==> src/core/pcrc_pkg.sv <==
package pcrc_pkg;

  // ----------------------------------------------------------------
  // Register map (byte addresses, one word each)
  // ----------------------------------------------------------------
  localparam logic [4:0] ADDR_CTRL_ONE = 5'h00;
  localparam logic [4:0] ADDR_CTRL_TWO = 5'h04;
  localparam logic [4:0] ADDR_TERMS_LOW = 5'h08;
  localparam logic [4:0] ADDR_TERMS_HIGH = 5'h0c;
  localparam logic [4:0] ADDR_DATA_IN = 5'h10;
  localparam logic [4:0] ADDR_RESULT = 5'h14;

  // ----------------------------------------------------------------
  // Field positions
  // ----------------------------------------------------------------
  localparam int BIT_ENABLE = 15;
  localparam int POS_COUNT = 8;
  localparam int BIT_FULL = 7;
  localparam int BIT_EMPTY = 6;
  localparam int BIT_IRQ_SEL = 5;
  localparam int BIT_START = 4;
  localparam int BIT_LSB_FIRST = 3;
  localparam int POS_DATA_WIDTH_FIELD = 8;
  localparam int POS_POLY_LENGTH_FIELD = 0;

  localparam int FIFO_DEPTH = 8;
  localparam int PTR_W = 3;
  localparam logic [31:0] RESET_WORD = 32'h0000_0000;
  localparam logic [4:0] RESET_FIELD = 5'h00;

  typedef struct packed {
    logic waitReq;
    logic [31:0] rdData;
    logic irq;
    logic enable;
    logic irqSel;
    logic start;
    logic lsbFirst;
    logic [4:0] dataWidth;
    logic [4:0] polyLen;
    logic [31:0] terms;
    logic [31:0] remainder;
    logic [31:0] word;
    logic [4:0] bitsLeft;
    logic busy;
    logic [FIFO_DEPTH-1:0][31:0] fifo;
    logic [PTR_W-1:0] wrPtr;
    logic [PTR_W-1:0] rdPtr;
    logic [PTR_W:0] count;
  } pcrc_state_t;

endpackage : pcrc_pkg

==> src/core/pcrc_generator.sv <==
// Contract
// - Polynomials of order 1 to 32 supported
// - Length field sits in bits 4:0
// - Set term bit XORs feedback there
// - Clear term bit passes remainder bit through
// - Bit zero always gets feedback XOR
// - Top term implied, used as feedback tap
// - Selectable shift direction per data word
// - Data width and length set independently
// - Interrupt condition selected by software
// - Polynomial length is field plus one
// - Bits per word is width plus one
// - Select one means LSB first
// - Interrupt on FIFO empty or done
`timescale 1ns/1ps
module pcrc_generator
(
  input wire logic clock,
  input wire logic arst_n,
  input wire logic [4:0] avs_address,
  input wire logic avs_read,
  input wire logic avs_write,
  input wire logic [31:0] avs_writedata,
  input wire logic [3:0] avs_byteenable,
  output logic [31:0] avs_readdata,
  output logic avs_waitrequest,
  output logic crcIrq
);

  pcrc_pkg::pcrc_state_t st_ff;
  pcrc_pkg::pcrc_state_t nxt_st;

  logic [31:0] laneMask;
  logic [31:0] wrMerged;
  logic [31:0] lenMask;
  logic [31:0] headWord;
  logic [31:0] curWord;
  logic dataBit;
  logic feedback;
  logic stepEn;
  logic loadEn;
  logic lastBit;
  logic drained;
  logic pushEn;
  logic fifoFull;
  logic fifoEmpty;
  logic accept;
  logic [31:0] nextRem;

  // ----------------------------------------------------------------
  // Bus and datapath helpers
  // ----------------------------------------------------------------
  always_comb
  begin
    for (int i = 0; i < 4; i++)
    begin
      laneMask[i*8 +: 8] = {8{avs_byteenable[i]}};
    end
  end

  // Short polynomials keep only their low bits; 5'd31 - len never underflows
  assign lenMask = 32'hffff_ffff >> (5'd31 - st_ff.polyLen);
  assign fifoFull = st_ff.count == (pcrc_pkg::PTR_W+1)'(pcrc_pkg::FIFO_DEPTH);
  assign fifoEmpty = st_ff.count == '0;
  assign accept = !st_ff.waitReq && (avs_read || avs_write);
  assign pushEn = accept && avs_write && avs_address == pcrc_pkg::ADDR_DATA_IN && !fifoFull && st_ff.enable;
  assign headWord = st_ff.fifo[st_ff.rdPtr];
  // A fresh word is taken and its first bit shifted in the same cycle
  assign loadEn = st_ff.enable && st_ff.start && !st_ff.busy && !fifoEmpty;
  assign stepEn = loadEn || (st_ff.enable && st_ff.start && st_ff.busy);
  assign curWord = loadEn ? headWord : st_ff.word;
  assign dataBit = st_ff.lsbFirst ? curWord[0] : curWord[st_ff.dataWidth];
  assign feedback = st_ff.remainder[st_ff.polyLen] ^ dataBit;
  assign lastBit = loadEn ? (st_ff.dataWidth == '0) : (st_ff.bitsLeft == 5'd1);
  // Nothing left after this step; a one-bit word popped now also drains the FIFO
  assign drained = fifoEmpty || (loadEn && st_ff.count == (pcrc_pkg::PTR_W+1)'(1));

  always_comb
  begin
    nextRem = (st_ff.remainder << 1) & lenMask;
    if (feedback)
    begin
      nextRem = nextRem ^ ((st_ff.terms | 32'h0000_0001) & lenMask);
    end
  end

  // ----------------------------------------------------------------
  // Next state
  // ----------------------------------------------------------------
  always_comb
  begin
    nxt_st = st_ff;
    nxt_st.irq = 1'b0;
    wrMerged = 32'h0000_0000;
    // One wait cycle per access so read data always come from a flop
    nxt_st.waitReq = !(st_ff.waitReq && (avs_read || avs_write));
    if (st_ff.waitReq && avs_read)
    begin
      case (avs_address)
        pcrc_pkg::ADDR_CTRL_ONE:
        begin
          nxt_st.rdData = '0;
          nxt_st.rdData[pcrc_pkg::BIT_ENABLE] = st_ff.enable;
          nxt_st.rdData[pcrc_pkg::POS_COUNT +: 5] = 5'(st_ff.count);
          nxt_st.rdData[pcrc_pkg::BIT_FULL] = fifoFull;
          nxt_st.rdData[pcrc_pkg::BIT_EMPTY] = fifoEmpty;
          nxt_st.rdData[pcrc_pkg::BIT_IRQ_SEL] = st_ff.irqSel;
          nxt_st.rdData[pcrc_pkg::BIT_START] = st_ff.start;
          nxt_st.rdData[pcrc_pkg::BIT_LSB_FIRST] = st_ff.lsbFirst;
        end
        pcrc_pkg::ADDR_CTRL_TWO:
        begin
          nxt_st.rdData = '0;
          nxt_st.rdData[pcrc_pkg::POS_DATA_WIDTH_FIELD +: 5] = st_ff.dataWidth;
          nxt_st.rdData[pcrc_pkg::POS_POLY_LENGTH_FIELD +: 5] = st_ff.polyLen;
        end
        pcrc_pkg::ADDR_TERMS_LOW: nxt_st.rdData = {16'h0000, st_ff.terms[15:1], 1'b0};
        pcrc_pkg::ADDR_TERMS_HIGH: nxt_st.rdData = {16'h0000, st_ff.terms[31:16]};
        pcrc_pkg::ADDR_RESULT: nxt_st.rdData = st_ff.remainder & lenMask;
        default: nxt_st.rdData = 32'h0000_0000;
      endcase
    end

    // Engine: one bit per clock while started
    if (stepEn)
    begin
      nxt_st.remainder = nextRem;
      nxt_st.busy = !lastBit;
      if (loadEn)
      begin
        nxt_st.rdPtr = st_ff.rdPtr + 1'b1;
        nxt_st.bitsLeft = st_ff.dataWidth;
        // Source select one: last word has left the FIFO, still shifting
        if (st_ff.irqSel && st_ff.count == 1 && !pushEn)
        begin
          nxt_st.irq = 1'b1;
        end
      end
      else
      begin
        nxt_st.bitsLeft = st_ff.bitsLeft - 1'b1;
      end
      nxt_st.word = st_ff.lsbFirst ? curWord >> 1 : curWord << 1;
      if (lastBit && !st_ff.irqSel && drained)
      begin
        nxt_st.irq = 1'b1;
      end
      if (loadEn && !st_ff.lsbFirst)
      begin
        nxt_st.word = headWord << 1;
      end
    end
    if (pushEn)
    begin
      nxt_st.fifo[st_ff.wrPtr] = avs_writedata;
      nxt_st.wrPtr = st_ff.wrPtr + 1'b1;
    end
    nxt_st.count = st_ff.count + (pcrc_pkg::PTR_W+1)'(pushEn) - (pcrc_pkg::PTR_W+1)'(loadEn);

    if (accept && avs_write)
    begin
      case (avs_address)
        pcrc_pkg::ADDR_CTRL_ONE:
        begin
          wrMerged = avs_writedata & laneMask;
          if (avs_byteenable[1])
          begin
            nxt_st.enable = avs_writedata[pcrc_pkg::BIT_ENABLE];
          end
          if (avs_byteenable[0])
          begin
            nxt_st.irqSel = wrMerged[pcrc_pkg::BIT_IRQ_SEL];
            nxt_st.start = wrMerged[pcrc_pkg::BIT_START];
            nxt_st.lsbFirst = wrMerged[pcrc_pkg::BIT_LSB_FIRST];
          end
        end
        pcrc_pkg::ADDR_CTRL_TWO:
        begin
          if (avs_byteenable[1])
          begin
            nxt_st.dataWidth = avs_writedata[pcrc_pkg::POS_DATA_WIDTH_FIELD +: 5];
          end
          if (avs_byteenable[0])
          begin
            nxt_st.polyLen = avs_writedata[pcrc_pkg::POS_POLY_LENGTH_FIELD +: 5];
          end
        end
        pcrc_pkg::ADDR_TERMS_LOW:
        begin
          wrMerged = (avs_writedata & laneMask) | ({16'h0000, st_ff.terms[15:0]} & ~laneMask);
          nxt_st.terms[15:0] = {wrMerged[15:1], 1'b0};
        end
        pcrc_pkg::ADDR_TERMS_HIGH:
        begin
          wrMerged = (avs_writedata & laneMask) | ({16'h0000, st_ff.terms[31:16]} & ~laneMask);
          nxt_st.terms[31:16] = wrMerged[15:0];
        end
        // Writing the result seeds the remainder
        pcrc_pkg::ADDR_RESULT: nxt_st.remainder = (avs_writedata & laneMask) | (st_ff.remainder & ~laneMask);
        default: wrMerged = 32'h0000_0000;
      endcase
    end

    // Disabled: engine, pointers and remainder cleared, settings kept
    if (!st_ff.enable)
    begin
      nxt_st.remainder = pcrc_pkg::RESET_WORD;
      nxt_st.word = pcrc_pkg::RESET_WORD;
      nxt_st.busy = 1'b0;
      nxt_st.bitsLeft = pcrc_pkg::RESET_FIELD;
      nxt_st.wrPtr = '0;
      nxt_st.rdPtr = '0;
      nxt_st.count = '0;
    end
  end

  always_ff @(posedge clock or negedge arst_n)
  begin
    if (!arst_n)
    begin
      st_ff <= '0;
      st_ff.waitReq <= 1'b1;
    end
    else
    begin
      st_ff <= nxt_st;
    end
  end

  assign avs_readdata = st_ff.rdData;
  assign avs_waitrequest = st_ff.waitReq;
  assign crcIrq = st_ff.irq;

  // ----------------------------------------------------------------
  // Assertions
  // ----------------------------------------------------------------
  a_bus_answer: assert property (@(posedge clock) disable iff (!arst_n)
    (avs_read || avs_write) && avs_waitrequest |=> !avs_waitrequest ##1 avs_waitrequest)
    else $error("bus answer not after one wait cycle");
  a_result_masked: assert property (@(posedge clock) disable iff (!arst_n)
    avs_read && avs_waitrequest && avs_address == pcrc_pkg::ADDR_RESULT |=> (avs_readdata & ~$past(lenMask)) == 0)
    else $error("result shows bits above polynomial length");
  a_const_term: assert property (@(posedge clock) disable iff (!arst_n)
    stepEn && st_ff.enable && !(accept && avs_write && avs_address == pcrc_pkg::ADDR_RESULT) |=>
    st_ff.remainder[0] == $past(feedback))
    else $error("bit zero missed the feedback");
  a_term_xor: assert property (@(posedge clock) disable iff (!arst_n)
    stepEn && feedback && !(accept && avs_write) |=>
    st_ff.remainder == ((($past(st_ff.remainder) << 1) ^ ($past(st_ff.terms) | 32'h1)) & $past(lenMask)))
    else $error("feedback not applied at set terms");
  a_term_pass: assert property (@(posedge clock) disable iff (!arst_n)
    stepEn && !feedback && !(accept && avs_write) |=>
    st_ff.remainder == (($past(st_ff.remainder) << 1) & $past(lenMask)))
    else $error("clear term altered remainder");
  a_word_bits: assert property (@(posedge clock) disable iff (!arst_n)
    loadEn && st_ff.dataWidth == 5'd7 && !(accept && avs_write) |=> st_ff.busy [*7] ##1 !st_ff.busy)
    else $error("word not shifted for width plus one bits");
  a_lsb_order: assert property (@(posedge clock) disable iff (!arst_n)
    loadEn |-> dataBit == (st_ff.lsbFirst ? headWord[0] : headWord[st_ff.dataWidth]))
    else $error("first bit taken from wrong end");
  a_irq_cause: assert property (@(posedge clock) disable iff (!arst_n)
    crcIrq |-> $past(stepEn) && ($past(st_ff.irqSel) ? $past(loadEn) : $past(lastBit && drained)))
    else $error("interrupt without its selected cause");
  a_fifo_bound: assert property (@(posedge clock) disable iff (!arst_n)
    st_ff.count <= (pcrc_pkg::PTR_W+1)'(pcrc_pkg::FIFO_DEPTH))
    else $error("fifo count past depth");

endmodule : pcrc_generator

==> config.mk <==
export PLATFORM = sky130hd
export DESIGN_NAME = pcrc_generator
export DESIGN_NICKNAME = d
export VERILOG_FILES = /design/src/core/pcrc_pkg.sv /design/src/core/pcrc_generator.sv
export SDC_FILE = /design/constraint.sdc
export NUM_CORES = 1
export LEC_CHECK = 0
export ABC_CLOCK_PERIOD_IN_PS = 6900
export BUFFER_PORTS_ARGS = -buffer_cell sky130_fd_sc_hd__buf_2
export CAP_MARGIN = 20
export CORE_ASPECT_RATIO = 1.1
export CORE_MARGIN = 2
export CORE_UTILIZATION = 30
export CTS_BUF_LIST = sky130_fd_sc_hd__clkbuf_16
export CTS_CLUSTER_DIAMETER = 40
export CTS_CLUSTER_SIZE = 12
export DETAILED_ROUTE_END_ITERATION = 6
export PLACE_DENSITY = 0.45
export SLEW_MARGIN = 20
export SYNTH_ARGS = -nofsm -noshare
export SYNTH_HDL_FRONTEND = slang
export SYNTH_SLANG_ARGS = --single-unit
==> constraint.sdc <==
create_clock -name clock -period 6.9 [get_ports clock]
set_input_delay 0.345 -clock clock [delete_from_list [all_inputs] [get_ports clock]]
set_output_delay 0.345 -clock clock [all_outputs]
set_load 0.01 [all_outputs]
======== Word level (Yosys, flattened, before mapping) ========
Cells that the tools add are included.
storage, ports and cells
  flip-flop bits (word level) ............. 415
operators by class
  add/subtract/negate cells ............... 6
  order comparisons ....................... 5
  equal/unequal tests ..................... 11
  shift operators ......................... 1
  mux-type cells .......................... 29
  bitwise gates (word level) .............. 13
  reductions and logical operators ........ 40
operators with widths
  kind                     count
  $bwmux W256              1
  $mux W32                 8
  $and A32 B32 Y32         5
  $pmux W32 S5             1
  $mux W70                 2
  $bmux W32 S3             1
  $demux W32 S3            1
  $and A16 B16 Y16         2
  $not A32 Y32             1
  $or A16 B16 Y16          2
  $or A32 B32 Y32          1
  $shr A32 B5 Y32 const A  1
  $xor A32 B32 Y32         1
  $logic_and A1 B1 Y1      18
  $lt A5 B6 Y1 const B     2
  $reduce_and A3 Y1        4
  $bmux W1 S5              2
  $eq A5 B4 Y1 const B     2
  $eq A5 B5 Y1 const B     2
  $logic_not A5 Y1         2
  $mux W10                 1
  $logic_not A1 Y1         9
  $mux W3                  3
  $lt A3 B4 Y1 const B     2
  other kinds (17)         31

======== Depth between registers and ports, before layout ========
Gate-level depths: netlist of the first run.
  word-level depth ........................ 13
  mapped depth ............................ 16

======== Worst setup path before layout of the first run ========
Ideal clock, no wire load.
  path kind ............................... register to register
  from .................................... register st_ff[2] (netlist bit)
  to ...................................... register st_ff[324] (netlist bit)
  data arrival time ....................... 2.946 ns
  path slack .............................. 3.833 ns
  stages on the path, launching flop included .. 16
  path buffers ............................ 2
  cell sequence ........................... dfrtp_1 inv_1 ha_1 or3b_1 buf_2 nand2_2 inv_2 buf_2 a31oi_1 a2bb2oi_1 o221ai_2 o221ai_2 o211a_4 o21ai_2 xnor2_1 a32o_1
RTL lines
  what                    RTL line               source
  start, declared         pcrc_generator.sv:30   pcrc_pkg::pcrc_state_t st_ff;
  start signal, assigned  pcrc_generator.sv:226  st_ff <= nxt_st;

==> out/results.tsv, run 1 <==
metric	value	unit
status	finished, final reports clean	
Setup TNS	0	ns
Initial Utilization	30.25	%
Max clock buf depth	3	
DP Cell Count	2829	
Die H	288.8	µm
All-Layer GR Usage	19.43	%
clk_lat worst skew	0.62	ns
Routed WL	73750	µm
CP endpoint kind	register	
Net Switching	1686	µW
Critical R2R Launch	st_ff[3]	
non-filler cells, final	2972	
DR pass1 iterations	7	
Area after DPL	0.02309	mm²
CP startpoint kind	register	
most frequent cells in the layout	410 x dfrtp_1, 305 x mux2_2, 139 x nand2_1	
hold crit path type	primary input to register	
max cap viols	0	
Setup Skew	0.02807	ns
Critical Path RT	7.32	ns
# rows	104	
prevailing post-synth register cell	dfrtp_1	
Avg WL per Cell	24.81	µm
Buffers on Ports	78	
post-synthesis instance total	1947	
Total Nets Final	2011	
power share of the combinational group	5.3	%
Total Die Area	0.07593	mm²
share of layout cells above drive strength 1	31.48	%
Worst Path Max Fanout	31	
final hold viol count	0	
drt drc	0	
clock network power share	57.5	%
Fillers	7241	
commonest non-fill, non-tap cell in the layout	dfrtp_1	
GR Overflow Total	0	
H-tree Lvls	3	
Pint	5082	µW
Clock Pin Slew Worst Setup and Hold Paths	0.05	ns
final core occ	35.26	%
Hold Crit Start	avs_writedata[10]	
Reg2Reg Capture Point	st_ff[309]	
share of power burned in registers	37.2	%
CTS Buf Count	75	
Seq/Total Area, Yosys	46.95	%
syn nets	2003	
HPWL after DPL	49240	µm
mean post-synth cell area	11.36	µm²
Power Dens Cells	262.5	mW/mm²
vias in the first global route	17090	
Critical Path AT	5.31	ns
number of synthesized register bits	415	
initial DRC count	1244	
Ports	79	
GPL Wtd Cong	0.8810	
Setup CP Type	register to register	
Peak VDD IR	0.1699	mV
Sink Count	415	
Die Wd	262.9	µm
worst reg2reg path depth	10	
Final Max Tran Viols	0	
Cell Area, Synth	0.02212	mm²
Max Clk Rate	204.5	MHz
routed vias	16291	
initial antenna violation count	3	
EDFF count, synth	0	
core area	0.07313	mm²
flop-to-flop setup slack	2.01	ns
Synth Warn #	0	
clock root cell	clkbuf_16	
Syn-to-layout area delta	16.56	%
hold_ws	0.1439	ns
measured slew at the worst slew-check pin	1.162	ns
post-route minimum period	4.890	ns
TritonCTS clock tree	yes	
RSZ-0062 raised after global routing	false	
global-route wire length before repair	111700	µm
Post-Layout Inst Area	0.02579	mm²
largest net degree at the start of global routing	143	
library cells used by synthesis	85	
hold path depth	3	
Final Setup Violations	0	
Routed Antenna Nets	0	
Sw Share	24.91	%
Slew headroom	22.24	%
period utilisation layout	70.87	%
post-synthesis async set-or-reset flop share	100.0	%
Hold EP	st_ff[375]	
LEAKAGE	0.01131	µW
vias per cell	5.481	
## layout make-up
class	instances	area, µm²	area share, %
diodes	1	2.502	0.009704
clock buffers	78	1952	7.569
clock inverters	61	710.7	2.756
inverters	26	97.59	0.3785
multi-input cells	1320	10710	41.54
flip-flops and latches	415	10390	40.31
well taps	954	1194	4.629
repair buffers	117	725.7	2.814
## sequential cells by signal (all words and copies together), names as in the netlist, named ones only
register         cells
avs_readdata        32
avs_waitrequest      1
crcIrq               1
st_ff              350
## worst max-delay path: stages (launching register included)
cell      delay, ns
dfrtp_1        0.38
inv_1          0.06
ha_1           0.20
or3b_1         0.67
nand2_2        0.11
buf_4          0.31
o31ai_1        0.63
nand2_1        0.72
o211a_4        0.51
a21oi_2        0.86
o221ai_1       0.22
## synth_stat cells (13+ instances only)
cell      instances  area share [%]
buf_1            20            0.34
o21ai_0         122             2.8
mux2_2          305              16
a21oi_1          61             1.4
nand2_1         140             2.4
mux2i_1         124             5.6
buf_2            17            0.38
a22oi_1          25            0.85
nor2_1           72             1.2
buf_4            39             1.3
nand3_1          71             1.6
clkbuf_1         97             1.6
and2_1           13            0.37
nor3_1           37            0.84
nand3b_1         20            0.68
dfrtp_1         414              47
a22o_1           26             1.0
o21ai_1          13            0.29
inv_1            22            0.37
mux4_2           39             4.0
a21boi_0         14            0.48
a32o_1           15            0.68
nor2b_1          18            0.51
## power by group through the flow
stage | registers, µW | clock network, µW | logic (µW)
4_1_cts | 2520 | 3980 | 361
3_3_place_gp | 2560 | 0 | 354
5_1_grt | 2520 | 4100 | 388
6_report | 2520 | 3890 | 357
2_1_floorplan | 2520 | 0 | 187
3_5_place_dp | 2560 | 0 | 357
## repair_timing
item / 4_1_cts / 5_1_grt
resized for setup: 0 / 0
hold endpoints to repair: 100 / 0
endpoints found under the setup margin: 0 / 0
hold buffers: 3 / 0
buffers inserted: 0 / 0
## metal layers
layer	vias up	routed length [µm]	part of all wire (%)	global-route usage (%)
li1	7229	-	-	-
met4	4	3074	4.2	8.757
met3	159	3827	5.2	3.425
met2	541	34770	47	32.32
met1	8358	32050	43	24.87
met5	-	23	0.031	0
## worst max-delay path by stage
stage / startpoint / to / cells after the start
after floorplan: st_ff[2] / st_ff[324] / 15
after global placement: st_ff[2] / st_ff[316] / 13
after detailed placement: st_ff[2] / st_ff[309] / 10
after CTS: st_ff[2] / st_ff[309] / 10
after global routing: st_ff[2] / st_ff[333] / 10
final: st_ff[3] / st_ff[309] / 10
## kinds of logic after synthesis
family                     share of synthesized area, %
muxes                                             25.21
and+or+nand+nor                                   9.604
DFF                                               46.95
AOI/OAI and AO/OA                                 12.32
buffers and inverters                             4.864
adders and majority gates                        0.6561
xor gates and xnor gates                         0.3959
## per-stage QoR
stage               setup WS (ns)  total power [µW]
detailed placement          2.086              2914
global placement            2.009              2912
CTS                         2.059              6858
finish                      2.010              6768
global route                1.790              7000
floorplan                   3.833              2710
(Power assumes the default switching activity.)
==> run 2, diff against run 1 <==
--- a/config.mk
+++ b/config.mk
@@ -5,7 +5,7 @@
 export SDC_FILE = /design/constraint.sdc
 export NUM_CORES = 1
 export LEC_CHECK = 0
-export ABC_CLOCK_PERIOD_IN_PS = 6900
+export ABC_CLOCK_PERIOD_IN_PS = 4500
 export BUFFER_PORTS_ARGS = -buffer_cell sky130_fd_sc_hd__buf_2
 export CAP_MARGIN = 20
 export CORE_ASPECT_RATIO = 1.1
==> constraint.sdc (replaced) <==
create_clock -name clock -period 4.5 [get_ports clock]
set_input_delay 0.225 -clock clock [delete_from_list [all_inputs] [get_ports clock]]
set_output_delay 0.225 -clock clock [all_outputs]
set_load 0.01 [all_outputs]
==> run 2 against run 1 <==
Against the previous run: global-route usage barely moved; register-to-register slack got worse by 1.5 ns; non-clock buffer count rose by 25; worst setup slack got worse by 1.5 ns; critical endpoint is now st_ff[306].
==> out/results.tsv, run 2 (synthesized netlist as in run 1, its figures left out) <==
metric	value	unit
Fillers	7298	
setup ws final	0.5121	ns
Max Clk Rate	250.8	MHz
post-route minimum period	3.988	ns
initial antenna violation count	4	
Buffers on Ports	78	
routed vias	16457	
final hold viol count	0	
RSZ-0062 raised after global routing	false	
global-route wire length before repair	112000	µm
Setup Skew	0.03242	ns
vias in the first global route	17115	
Total Nets Final	2034	
Clock Pin Slew Worst Setup and Hold Paths	0.05	ns
CTS Buf Count	73	
clock root cell	clkbuf_16	
TritonCTS clock tree	yes	
DP Cell Count	2854	
H-tree Lvls	3	
Ports	79	
Initial Utilization	30.25	%
DR pass1 iterations	5	
Avg WL per Cell	24.77	µm
initial DRC count	1231	
measured slew at the worst slew-check pin	1.007	ns
worst reg2reg path depth	11	
Slew headroom	32.84	%
largest net degree at the start of global routing	108	
Setup CP Type	register to register	
share of layout cells above drive strength 1	32.14	%
non-filler cells, final	2986	
Post-Layout Inst Area	0.02568	mm²
final core occ	35.12	%
Max clock buf depth	3	
Final Setup Violations	0	
Syn-to-layout area delta	16.09	%
clk_lat worst skew	0.60	ns
GPL Wtd Cong	0.9277	
CP endpoint kind	register	
max reg flops	350	
hold crit path type	primary input to register	
Routed Antenna Nets	0	
All-Layer GR Usage	19.42	%
CP startpoint kind	register	
GR Overflow Total	0	
Sink Count	415	
Area after DPL	0.02328	mm²
Die Wd	262.9	µm
Final Max Tran Viols	0	
# resized after CTS	0	
ant diodes	0	
drt drc	0	
period utilisation layout	88.62	%
status	finished, final reports clean	
Setup TNS	0	ns
Routed WL	73970	µm
Critical Path RT	4.96	ns
Worst Path Max Fanout	45	
register area	0.01039	mm²
Top reg by flops	st_ff	
Critical Path AT	4.44	ns
Setup Buffers After CTS	0	
# rows	104	
Peak VDD IR	0.2522	mV
commonest non-fill, non-tap cell in the layout	dfrtp_1	
dpl ws	0.4728	ns
LEAKAGE	0.01134	µW
Power Dens Cells	381.7	mW/mm²
Multi-input gate area	0.01070	mm²
Total Die Area	0.07593	mm²
HPWL after DPL	49300	µm
Die H	288.8	µm
max cap viols	0	
core area	0.07313	mm²
most frequent cells in the layout	410 x dfrtp_1, 305 x mux2_2, 139 x nand2_1	
vias per cell	5.511	
hold path depth	3	
run 2: changes by cell type in the layout (fill, tap and decap cells not counted), moves of 2 or more:
| cell | change |
|---|---|
| clkinv_8 | -2 |
| clkinvlp_4 | -4 |
| bufinv_16 | -6 |
| inv_1 | +3 |
| inv_6 | +3 |
| buf_4 | +24 |
| clkinv_2 | +6 |
| clkinv_1 | -6 |
| clkbuf_16 | -4 |
run 2: metal layers:
layer  vias up  share of wire [%]  routed length [µm]  GRT usage, %
met5         -              0.036                  27             0
met2       565                 47               35070         32.53
met3       155                5.7                4183         3.187
li1       7267                  -                   -             -
met4         4                3.7                2726         7.900
met1      8466                 43               31960         25.13
run 2: critical path, stage by stage (launching register included):
cell and delay (ns):
dfrtp_4 0.97, buf_4 0.41, mux2i_1 0.12, a22o_1 0.24
o31ai_1 0.43, nand3_1 0.13, a31oi_1 0.30, o221ai_2 0.24
o211a_4 0.41, a21oi_2 0.13, buf_4 0.29, o221ai_1 0.15
run 2: final cells by class:
class | count | area share, %
timing repair buffer | 142 | 3.605
tap | 954 | 4.648
sequential | 415 | 40.47
multi-input combinational | 1320 | 41.68
clock buffer | 74 | 7.211
inverter | 26 | 0.3800
clock inverter | 55 | 2.007
run 2: timing repair:
action	in CTS	in global routing
endpoints found under the setup margin	0	0
hold buffers	3	0
hold endpoints to repair	98	0
run 2: path summary, 6_finish.rpt:
kind	slack, ns	from	end
setup reg to reg	0.51	st_ff[4]	st_ff[306]
min in group asynchronous	0.28	arst_n	st_ff[381]
hold / removal	0.05	avs_writedata[3]	st_ff[378]
hold reg to reg	0.46	avs_readdata[29]	avs_readdata[29]
max in group asynchronous	3.06	arst_n	st_ff[321]
setup / recovery	0.51	st_ff[4]	st_ff[306]
run 2: metrics by stage:
stage	hold slack (ns)	total power (µW)
floorplan	-0.07059	4155
global placement	0.3482	4464
detailed placement	0.3593	4469
CTS	0.01935	9929
global route	0.06130	10160
finish	0.04650	9803
run 2: where the power goes:
group	leakage, µW	switching [µW]	internal, µW
registers	0.00576	91.5	3780
logic	0.00440	394	146
clock network	0.00118	2020	3370
